## config.mk

```make
export PLATFORM = sky130hd
export DESIGN_NAME = dprc_host
export DESIGN_NICKNAME = d
export VERILOG_FILES = /design/src/include/dprc_pkg.sv /design/src/hw/dprc_host.sv
export VERILOG_INCLUDE_DIRS = /design/src /design/src/include
export SDC_FILE = /design/constraint.sdc
export NUM_CORES = 1
export LEC_CHECK = 0
export BUFFER_PORTS_ARGS = -buffer_cell sky130_fd_sc_hd__buf_4
export CAP_MARGIN = 15
export CORE_MARGIN = 2
export CORE_UTILIZATION = 50
export CTS_CLUSTER_SIZE = 8
export DETAILED_ROUTE_END_ITERATION = 10
export PLACE_DENSITY = 0.77
export SYNTH_ARGS = -nofsm -noshare
export SYNTH_HDL_FRONTEND = slang
export SYNTH_SLANG_ARGS = --single-unit
```

## constraint.sdc

```tcl
create_clock -name clk -period 7.3 [get_ports clk]
set_clock_uncertainty 0.2 [all_clocks]
set_input_delay 2.19 -clock clk [delete_from_list [all_inputs] [get_ports clk]]
set_output_delay 2.19 -clock clk [all_outputs]
set_load 0.03 [all_outputs]
```

## src/include/dprc_defines.svh

```systemverilog
// Timing, address and encoding constants for the dual-port RAM host port controller
`ifndef DPRC_DEFINES_SVH
`define DPRC_DEFINES_SVH

// ----------------------------------------------------------------------
// Clock and timing
// ----------------------------------------------------------------------
`define DPRC_CLK_NS 100
// Time the collision decision needs after address and enable settle
`define DPRC_SETTLE_NS 20
`define DPRC_SETTLE_CYC ((`DPRC_SETTLE_NS + `DPRC_CLK_NS - 1) / `DPRC_CLK_NS)
// Least width of a write or read strobe
`define DPRC_STROBE_NS 20
`define DPRC_STROBE_CYC ((`DPRC_STROBE_NS + `DPRC_CLK_NS - 1) / `DPRC_CLK_NS)
// Cycles a blocked write waits for the collision indication to clear
`define DPRC_BUSY_WAIT_MAX 4'hF
`define DPRC_CNT_W 4

// ----------------------------------------------------------------------
// Address map
// ----------------------------------------------------------------------
`define DPRC_ADDR_W 16
`define DPRC_DATA_W 9
`define DPRC_MBOX_LEFT 16'hFFFE
`define DPRC_MBOX_RIGHT 16'hFFFF
`define DPRC_SEM_IDX_W 3

// ----------------------------------------------------------------------
// Semaphore data levels (active low flags)
// ----------------------------------------------------------------------
`define DPRC_SEM_REQ 9'h000
`define DPRC_SEM_REL 9'h001
`define DPRC_SEM_BIT 0

`endif

```

## src/include/dprc_pkg.sv

```systemverilog
// Types shared by the dual-port RAM host port controller
`include "dprc_defines.svh"

package dprc_pkg;

  // ----------------------------------------------------------------------
  // Commands
  // ----------------------------------------------------------------------
  typedef enum logic [2:0] {
    OP_READ,
    OP_WRITE,
    OP_SEM_TAKE,
    OP_SEM_GIVE,
    OP_SEM_READ,
    OP_MBOX_POST,
    OP_MBOX_TAKE
  } dprc_op_t;

  typedef struct packed {
    dprc_op_t op;
    logic [`DPRC_ADDR_W-1:0] addr;
    logic [`DPRC_DATA_W-1:0] data;
  } dprc_cmd_t;

  typedef struct packed {
    logic [`DPRC_DATA_W-1:0] data;
    logic granted;
    logic collided;
  } dprc_rsp_t;

  // ----------------------------------------------------------------------
  // Port pins of one side of the RAM
  // ----------------------------------------------------------------------
  typedef struct packed {
    logic chipEnableN;
    logic readWriteN;
    logic outputEnableN;
    logic flagSpaceSelectN;
    logic [`DPRC_ADDR_W-1:0] addr;
    logic [`DPRC_DATA_W-1:0] dataOut;
    logic dataOeN;
  } dprc_pins_t;

endpackage : dprc_pkg

```

## src/hw/dprc_host.sv

```systemverilog
// Host-side controller driving one port of the shared dual-port RAM
`timescale 1ns/1ps
`include "dprc_defines.svh"

module dprc_host #(
  parameter bit IS_LEFT = 1'b1,
  parameter int DEPTH_PARTS = 1,
  parameter int WIDTH_PARTS = 2
) (
  // Clock and reset
  input wire logic clk,
  input wire logic rstn,
  // User command side
  input wire logic cmdValid,
  output logic cmdReady,
  input dprc_pkg::dprc_cmd_t cmd,
  output logic rspValid,
  output dprc_pkg::dprc_rsp_t rsp,
  output logic mailboxPending,
  input wire logic lockWrites,
  // RAM port pins
  output dprc_pkg::dprc_pins_t pins,
  input wire logic [`DPRC_DATA_W-1:0] dataIn,
  input wire logic [DEPTH_PARTS-1:0] collisionN,
  input wire logic mailboxFlagN,
  output logic slaveInhibitN,
  output logic [WIDTH_PARTS-1:0] masterSelect
);

  // ----------------------------------------------------------------------
  // Reset release
  // ----------------------------------------------------------------------
  logic rstnMeta_reg, rstnSync_reg;

  // Two flops so release is glitch free against clk
  always_ff @(posedge clk or negedge rstn) begin
    if (!rstn) begin
      rstnMeta_reg <= 1'b0;
      rstnSync_reg <= 1'b0;
    end else begin
      rstnMeta_reg <= 1'b1;
      rstnSync_reg <= rstnMeta_reg;
    end
  end

  // ----------------------------------------------------------------------
  // Sequencer
  // ----------------------------------------------------------------------
  typedef enum logic [2:0] {S_IDLE, S_SETTLE, S_STROBE, S_GAP, S_DONE} dprc_state_t;

  localparam logic [`DPRC_CNT_W-1:0] SETTLE_LAST = `DPRC_CNT_W'(`DPRC_SETTLE_CYC - 1);
  localparam logic [`DPRC_CNT_W-1:0] STROBE_LAST = `DPRC_CNT_W'(`DPRC_STROBE_CYC - 1);
  localparam logic [`DPRC_ADDR_W-1:0] OWN_MBOX = IS_LEFT ? `DPRC_MBOX_LEFT : `DPRC_MBOX_RIGHT;
  localparam logic [`DPRC_ADDR_W-1:0] PEER_MBOX = IS_LEFT ? `DPRC_MBOX_RIGHT : `DPRC_MBOX_LEFT;

  dprc_state_t state_reg, state_next;
  dprc_pkg::dprc_op_t op_reg, op_next;
  logic [`DPRC_ADDR_W-1:0] addr_reg, addr_next;
  logic [`DPRC_DATA_W-1:0] wdata_reg, wdata_next;
  logic [`DPRC_CNT_W-1:0] cnt_reg, cnt_next, wait_reg, wait_next;
  logic readPhase_reg, readPhase_next, semAcc_reg, semAcc_next;
  dprc_pkg::dprc_rsp_t rsp_reg, rsp_next;
  logic busyAll;

  // Depth-expanded parts each flag a collision; any low one counts
  assign busyAll = &collisionN;

  // Next state of the access sequence
  always_comb begin
    state_next = state_reg;
    op_next = op_reg;
    addr_next = addr_reg;
    wdata_next = wdata_reg;
    cnt_next = cnt_reg;
    wait_next = wait_reg;
    readPhase_next = readPhase_reg;
    semAcc_next = semAcc_reg;
    rsp_next = rsp_reg;
    case (state_reg)
      S_IDLE: begin
        if (cmdValid) begin
          op_next = cmd.op;
          addr_next = cmd.addr;
          wdata_next = cmd.data;
          cnt_next = '0;
          wait_next = '0;
          rsp_next = '0;
          semAcc_next = 1'b0;
          readPhase_next = 1'b0;
          case (cmd.op)
            dprc_pkg::OP_READ: readPhase_next = 1'b1;
            dprc_pkg::OP_SEM_TAKE: begin
              // Request first, then read back: write-then-read avoids the race
              semAcc_next = 1'b1;
              wdata_next = `DPRC_SEM_REQ;
            end
            dprc_pkg::OP_SEM_GIVE: begin
              semAcc_next = 1'b1;
              wdata_next = `DPRC_SEM_REL;
            end
            dprc_pkg::OP_SEM_READ: begin
              semAcc_next = 1'b1;
              readPhase_next = 1'b1;
            end
            dprc_pkg::OP_MBOX_POST: addr_next = PEER_MBOX;
            dprc_pkg::OP_MBOX_TAKE: begin
              // Reading the own mailbox word also clears the flag
              addr_next = OWN_MBOX;
              readPhase_next = 1'b1;
            end
            default: ;
          endcase
          state_next = S_SETTLE;
        end
      end
      S_SETTLE: begin
        if (cnt_reg != SETTLE_LAST) begin
          cnt_next = cnt_reg + 1'b1;
        end else if (!semAcc_reg && !busyAll && !readPhase_reg) begin
          // Collision seen: hold the strobe back rather than glitch the inhibit
          if (wait_reg == `DPRC_BUSY_WAIT_MAX) begin
            rsp_next.collided = 1'b1;
            state_next = S_DONE;
          end else begin
            wait_next = wait_reg + 1'b1;
          end
        end else begin
          if (!semAcc_reg && !busyAll) begin
            rsp_next.collided = 1'b1;
          end
          cnt_next = '0;
          state_next = S_STROBE;
        end
      end
      S_STROBE: begin
        if (cnt_reg != STROBE_LAST) begin
          cnt_next = cnt_reg + 1'b1;
        end else begin
          if (readPhase_reg) begin
            rsp_next.data = dataIn;
            rsp_next.granted = semAcc_reg && !dataIn[`DPRC_SEM_BIT];
          end
          state_next = S_GAP;
        end
      end
      S_GAP: begin
        // Pins idle one cycle so the semaphore output latch reopens
        if (op_reg == dprc_pkg::OP_SEM_TAKE && !readPhase_reg) begin
          readPhase_next = 1'b1;
          cnt_next = '0;
          state_next = S_SETTLE;
        end else begin
          state_next = S_DONE;
        end
      end
      S_DONE: state_next = S_IDLE;
      default: state_next = S_IDLE;
    endcase
  end

  always_ff @(posedge clk or negedge rstnSync_reg) begin
    if (!rstnSync_reg) begin
      state_reg <= S_IDLE;
      op_reg <= dprc_pkg::OP_READ;
      addr_reg <= '0;
      wdata_reg <= '0;
      cnt_reg <= '0;
      wait_reg <= '0;
      readPhase_reg <= 1'b0;
      semAcc_reg <= 1'b0;
      rsp_reg <= '0;
    end else begin
      state_reg <= state_next;
      op_reg <= op_next;
      addr_reg <= addr_next;
      wdata_reg <= wdata_next;
      cnt_reg <= cnt_next;
      wait_reg <= wait_next;
      readPhase_reg <= readPhase_next;
      semAcc_reg <= semAcc_next;
      rsp_reg <= rsp_next;
    end
  end

  assign cmdReady = (state_reg == S_IDLE);
  assign rspValid = (state_reg == S_DONE);
  assign rsp = rsp_reg;

  // ----------------------------------------------------------------------
  // Pin drive, registered from the next sequencer state
  // ----------------------------------------------------------------------
  dprc_pkg::dprc_pins_t pins_reg, pins_next;
  logic active, strobe;
  logic slaveInhibitN_reg, slaveInhibitN_next, mbox_reg, mbox_next;
  logic [WIDTH_PARTS-1:0] master_reg, master_next;

  // Pins follow state_next so they line up with state_reg
  always_comb begin
    active = (state_next == S_SETTLE) || (state_next == S_STROBE);
    strobe = (state_next == S_STROBE);
    pins_next.chipEnableN = !(active && !semAcc_next);
    pins_next.flagSpaceSelectN = !(active && semAcc_next);
    pins_next.readWriteN = !(strobe && !readPhase_next);
    pins_next.outputEnableN = !(strobe && readPhase_next);
    pins_next.dataOeN = !(active && !readPhase_next);
    pins_next.dataOut = wdata_next;
    pins_next.addr = semAcc_next ? {{(`DPRC_ADDR_W-`DPRC_SEM_IDX_W){1'b0}}, addr_next[`DPRC_SEM_IDX_W-1:0]}
                                 : addr_next;
    slaveInhibitN_next = !lockWrites;
    mbox_next = !mailboxFlagN;
    master_next = {{(WIDTH_PARTS-1){1'b0}}, 1'b1};
  end

  always_ff @(posedge clk or negedge rstnSync_reg) begin
    if (!rstnSync_reg) begin
      pins_reg <= '{chipEnableN: 1'b1, readWriteN: 1'b1, outputEnableN: 1'b1, flagSpaceSelectN: 1'b1,
                    addr: '0, dataOut: '0, dataOeN: 1'b1};
      slaveInhibitN_reg <= 1'b1;
      mbox_reg <= 1'b0;
      master_reg <= {{(WIDTH_PARTS-1){1'b0}}, 1'b1};
    end else begin
      pins_reg <= pins_next;
      slaveInhibitN_reg <= slaveInhibitN_next;
      mbox_reg <= mbox_next;
      master_reg <= master_next;
    end
  end

  assign pins = pins_reg;
  assign slaveInhibitN = slaveInhibitN_reg;
  assign mailboxPending = mbox_reg;
  assign masterSelect = master_reg;

  logic cmdTaken;
  assign cmdTaken = cmdValid && cmdReady;
endmodule : dprc_host

```

==> metrics, run 1 <==
largest family of logic cells by synthesized area=simple AND/OR/NAND/NOR gates; diode count=0; Post-Synth Adder-Cell Area=between 1 and 1.5%; slowest stage cell, crit path=dfrtp_1; antenna-violating nets left=0; htree depth=3; post_cts resized=0; synthesized instance count=286; fin crit share=between 50% and 60%; final wirelength=6548 µm; TritonCTS clock tree=built; #FFs+latches synth=74; sequential area share after synthesis=58.71%; Worst-path clk slew=about 80 ps; total of warnings raised by yosys=0; post-synthesis simple-gate area fraction=19.87%; complex-gate fraction of the synthesized area=12.45%; Max Root-Sink Buffers=2; max reg flops=30; most common cell after layout, fill and taps aside=buf_4; largest net degree at the start of global routing=between 70 and 80; Hold Crit Class=reg -> async; drt pass-1 iters=4; RSZ-0062 raised after global routing=no; leakage power=1.942 nW; per-cell routed wire length=approximately 15 µm; Via density=5.282; post-synthesis share of cell area spent on xor and xnor gates=0.2766%; number of fillers in the final layout=490; GP Congestion=0.8392; maxcap violations=0; CP cell instances=nor3b_1, buf_4; mux share of post-synthesis cell area=approximately 3.2%; die width=83.59 µm; Total Routing Usage GR=19.83%; crit path kind=reg -> out; area of the core=6026 µm²; Max Fanout on Critical Path=11; final slew viol count=0; setup TNS=0 ps; Root Buffer=clkbuf_8; slew at the pin closest to its max-slew limit=roughly 1100 ps; final worst path period need=around 3800 ps; worst hold slack=approximately 12 ps; Remaining DRCs=0; Pwr Density=between 400 and 500 nW/µm²; commonest non-fill, non-tap cells in the layout=buf_4, dfrtp_1, nand2_1; Synth Cell Area=3167 µm²; TritonCTS Buffers=9; Max Freq=262.4 MHz; crit end category=output port; Sink Count=74; total vias in the final route=~2,400; EDFF count, synth=0; ys async rst share=100.0%; largest stage delay on the critical path=610 ps; # IOs=90; PortBufs=between 80 and 90; DPL Wire Length=between 4000 and 5000 µm; vias in the first global route=2,386; Mean Syn Cell Area=around 11 µm²; Worst Path Required=4910 ps; Layout area overhead=28.09%; first-pass GRT wire length=approximately 11,000 µm; CTS Hold Bufs=1; VDD IR max=0.0002495 V; Clock Latency Late Sink=about 360 ps; Post-CTS Setup Repair Bufs=0; Total Die Area=~7000 µm²; Main synth FF type=dfrtp_1; initial antenna violation count=0; status=completed; global route overflow=0; number of distinct library cells after synthesis=just over 50; fraction of layout instances using a drive strength above 1=roughly a third; Startpoint Class=flip-flop; Initial Utilization=between 50% and 60%; num rows=28; initial detailed-routing violation count=121; fin nets=417; Data arrival, critical path=1420 ps; Die Y-Extent=83.59 µm; Final setup viols=0; Fin. Hold Viols=0; max_slew headroom=27.60%
==> path summary, 6_finish.rpt <==
path                       cells after the start  slack [ps]    startpoint             to
max in group asynchronous                      1        5400          rstn   rstnSync_reg
max                                            2        3490  state_reg[2]       rspValid
min                                            0          10  rstnSync_reg  slaveInhibitN
min reg2reg                                    0          10  rstnSync_reg  slaveInhibitN
max reg2reg                                    5        4740  state_reg[1]       pins[15]
min in group clk                               0         170  rstnMeta_reg   rstnSync_reg
==> logic make-up after synthesis <==
logic type,Yosys count
compound gates,54
xor+xnor,1
fa+ha+maj,3
buf+inv,26
flops,74
mux,9
other cells,2
simple gates,117
==> metrics by stage <==
stage / instances / util [%] / area [µm²] / setup WS (ps) / total power (W)
2_1_floorplan: 287 / - / 3171 / 3454 / 0.001298
3_3_place_gp: 434 / 64.00 / 3856 / 3169 / 0.001555
3_5_place_dp: 434 / 64.00 / 3856 / 3125 / 0.001577
4_1_cts: 451 / 67.32 / 4056 / 3484 / 0.001887
5_1_grt: 451 / 67.32 / 4056 / 3331 / 0.001993
6_report: 451 / 67.32 / 4056 / 3489 / 0.001871
==> Yosys cell counts (all sizes together) (2+ instances only) <==
cell	n	area (µm²)
a21oi	3	15.01
a31oi	3	18.77
and3	2	12.51
buf	12	75.07
clkbuf	7	26.28
conb	2	7.510
dfrtp	68	1702
dfstp	6	157.7
ha	3	37.54
inv	7	26.27
mux2	4	52.55
mux2i	5	50.05
nand2	48	180.2
nand2b	4	25.02
nand3	14	75.07
nand3b	3	22.52
nor2	6	22.52
nor2b	13	81.33
nor3	8	40.04
nor3b	5	42.54
nor4	2	18.77
o211a	2	20.02
o21ai	22	110.1
o22a	15	131.4
or2	2	12.52
or3b	4	35.04
or4b	2	23.77
==> per-layer routing <==
metal / track usage (%) / wire [µm]
met4: 8.944 / 103
met1: 26.02 / 2869
met2: 30.40 / 3090
met5: 0 / 0
met3: 6.034 / 484
==> layout make-up <==
class / instances / area [µm²] / area share (%)
flip-flops and latches: 74 / 1861 / 45.87
multi-input cells: 187 / 1192 / 29.40
repair buffers: 92 / 693.2 / 17.09
clock buffers: 9 / 123.9 / 3.054
well taps: 75 / 93.84 / 2.313
clock inverters: 7 / 66.31 / 1.635
inverters: 7 / 26.28 / 0.6477
==> worst max-delay path, delay by kind of cell (launching register included) <==
kind	cells	cell delay, ps
buf+inv	1	200
simple gates	1	260
flops	1	610
==> report_power, final <==
group / switching, W / internal (W) / leakage (nW)
logic: 0.000525 / 0.000351 / 0.937
clock network: 0.000175 / 0.000133 / 0.0986
registers: 0.000106 / 0.000581 / 0.906
total: 0.000806 / 0.00106 / 1.94
(Power assumes the default switching activity.)
==> run 2: changes to the inputs <==
- clock period: 7.3 -> 3.79 ns (I/O delays scaled with it)
==> run 2 against run 1 <==
Clock power is 100% higher. Via count is 1.1% higher. Global-route usage is 0.10 points higher. Critical path type is now in -> reg. Critical endpoint is now pins[14].
==> metrics, run 2 (synthesis results as in run 1) <==
maxcap violations=0; Sink Count=between 70 and 80; # IOs=90; Layout area overhead=28.92%; die width=83.59 µm; Remaining DRCs=0; Die Y-Extent=~84 µm; Hold Crit Class=reg -> reg; fraction of layout instances using a drive strength above 1=35.28%; slowest stage cell, crit path=o21ai_1; leakage power=1.955 nW; max reg flops=30; Max Freq=354.7 MHz; max_slew headroom=around 27%; cells on worst reg2reg path=4; final worst path period need=2819 ps; htree depth=3; FF/Latch Area=around 1900 µm²; Startpoint Class=primary input; Clock Latency Late Sink=330 ps; Root Buffer=clkbuf_8; total vias in the final route=2,409; Tot Pwr=0.003666 W; Worst R2R End=pins[14]; largest net degree at the start of global routing=between 40 and 50; RSZ-0062 raised after global routing=no; per-cell routed wire length=between 10 and 15 µm; vias in the first global route=2,448; Final setup viols=0; Pwr Density=897.9 nW/µm²; Hold Crit Depth=0; initial antenna violation count=0; antenna-violating nets left=0; end point of the worst hold path=rstnSync_reg; GP Congestion=0.8363; post_cts resized=0; Total Die Area=6986 µm²; global route overflow=0; largest stage delay on the critical path=570 ps; Fin. Hold Viols=0; TritonCTS Buffers=9; final slew viol count=0; most common cell after layout, fill and taps aside=buf_4; area of the core=approximately 6000 µm²; Data arrival, critical path=2850 ps; Max Root-Sink Buffers=2; final wirelength=6619 µm; Total Routing Usage GR=19.93%; fin nets=~420; area occupied by multi-input gates=1192 µm²; Worst Path Required=between 3000 and 4000 ps; DPL Wire Length=about 4800 µm; PortBufs=slightly below 90; slew at the pin closest to its max-slew limit=1087 ps; Worst-path clk slew=80 ps; Hold Crit Start=rstnMeta_reg; diode count=0; setup TNS=0 ps; Reg2Reg Setup Slack=between 1000 and 1500 ps; crit path kind=in -> reg; Post-CTS Setup Repair Bufs=0; commonest non-fill, non-tap cells in the layout=buf_4, dfrtp_1, nand2_1; CTS Hold Bufs=0; first-pass GRT wire length=11,320 µm; VDD IR max=0.0004846 V; drt pass-1 iters=4; Max Fanout on Critical Path=15; Via density=5.330; CP cell instances=buf_4, nor4b_4, o21ai_1, o22a_1, nor2b_1; Post-Layout Cell Count=452; worst flop-to-flop path startpoint=state_reg[1]; crit end category=flip-flop; number of fillers in the final layout=roughly 480; initial detailed-routing violation count=129; Placed Cells=about 440; TritonCTS clock tree=built; num rows=28; status=completed; fin crit share=74.39%; Initial Utilization=52.55%
run 2: critical path, delay by kind of cell:
kind	cells	cell delay, ps
compound gates	2	930
simple gates	2	680
buf+inv	1	100
run 2: through the flow:
stage                     utilization [%]  cell area, µm²  setup WS [ps]  hold WS [ps]
final                               67.75            4083          970.6         160.0
after global routing                67.75            4083          826.0         164.2
after CTS                           67.75            4083          947.6         160.4
after detailed placement            64.24            3871          587.1         137.0
after global placement              64.24            3871          639.6         135.4
after floorplan                         -            3171          996.6         131.2
run 2: worst max path at each step:
stage	start	end	slack [ps]	depth (start not counted)
after floorplan	collisionN	wait_reg[3]	1000	4
after global placement	cmdValid	pins[21]	640	5
after detailed placement	cmdValid	pins[14]	590	5
after CTS	cmdValid	pins[14]	950	5
after global routing	cmdValid	pins[23]	830	5
final	cmdValid	pins[14]	970	5
run 2: routing by layer:
metal	part of all wire [%]	vias to the layer above	wire (µm)	global-route usage (%)
li1	-	1157	-	-
met1	43	1159	2868	26.22
met2	48	86	3192	32.51
met3	7.6	7	501	5.638
met4	0.86	0	57	5.572
met5	0	-	0	0
run 2: report_power, final:
| group | internal [W] | switching, W |
|---|---|---|
| combinational | 0.000689 | 0.00102 |
| sequential | 0.00112 | 0.000210 |
| clock | 0.000342 | 0.000286 |
| total | 0.00215 | 0.00152 |
run 2: area by class of cell:
type                       count  area share (%)
inverter                       7          0.6436
multi-input combinational    187           29.21
sequential                    74           45.57
tap                           75           2.298
clock buffer                  11           3.708
clock inverter                 5           1.471
timing repair buffer          93           17.10
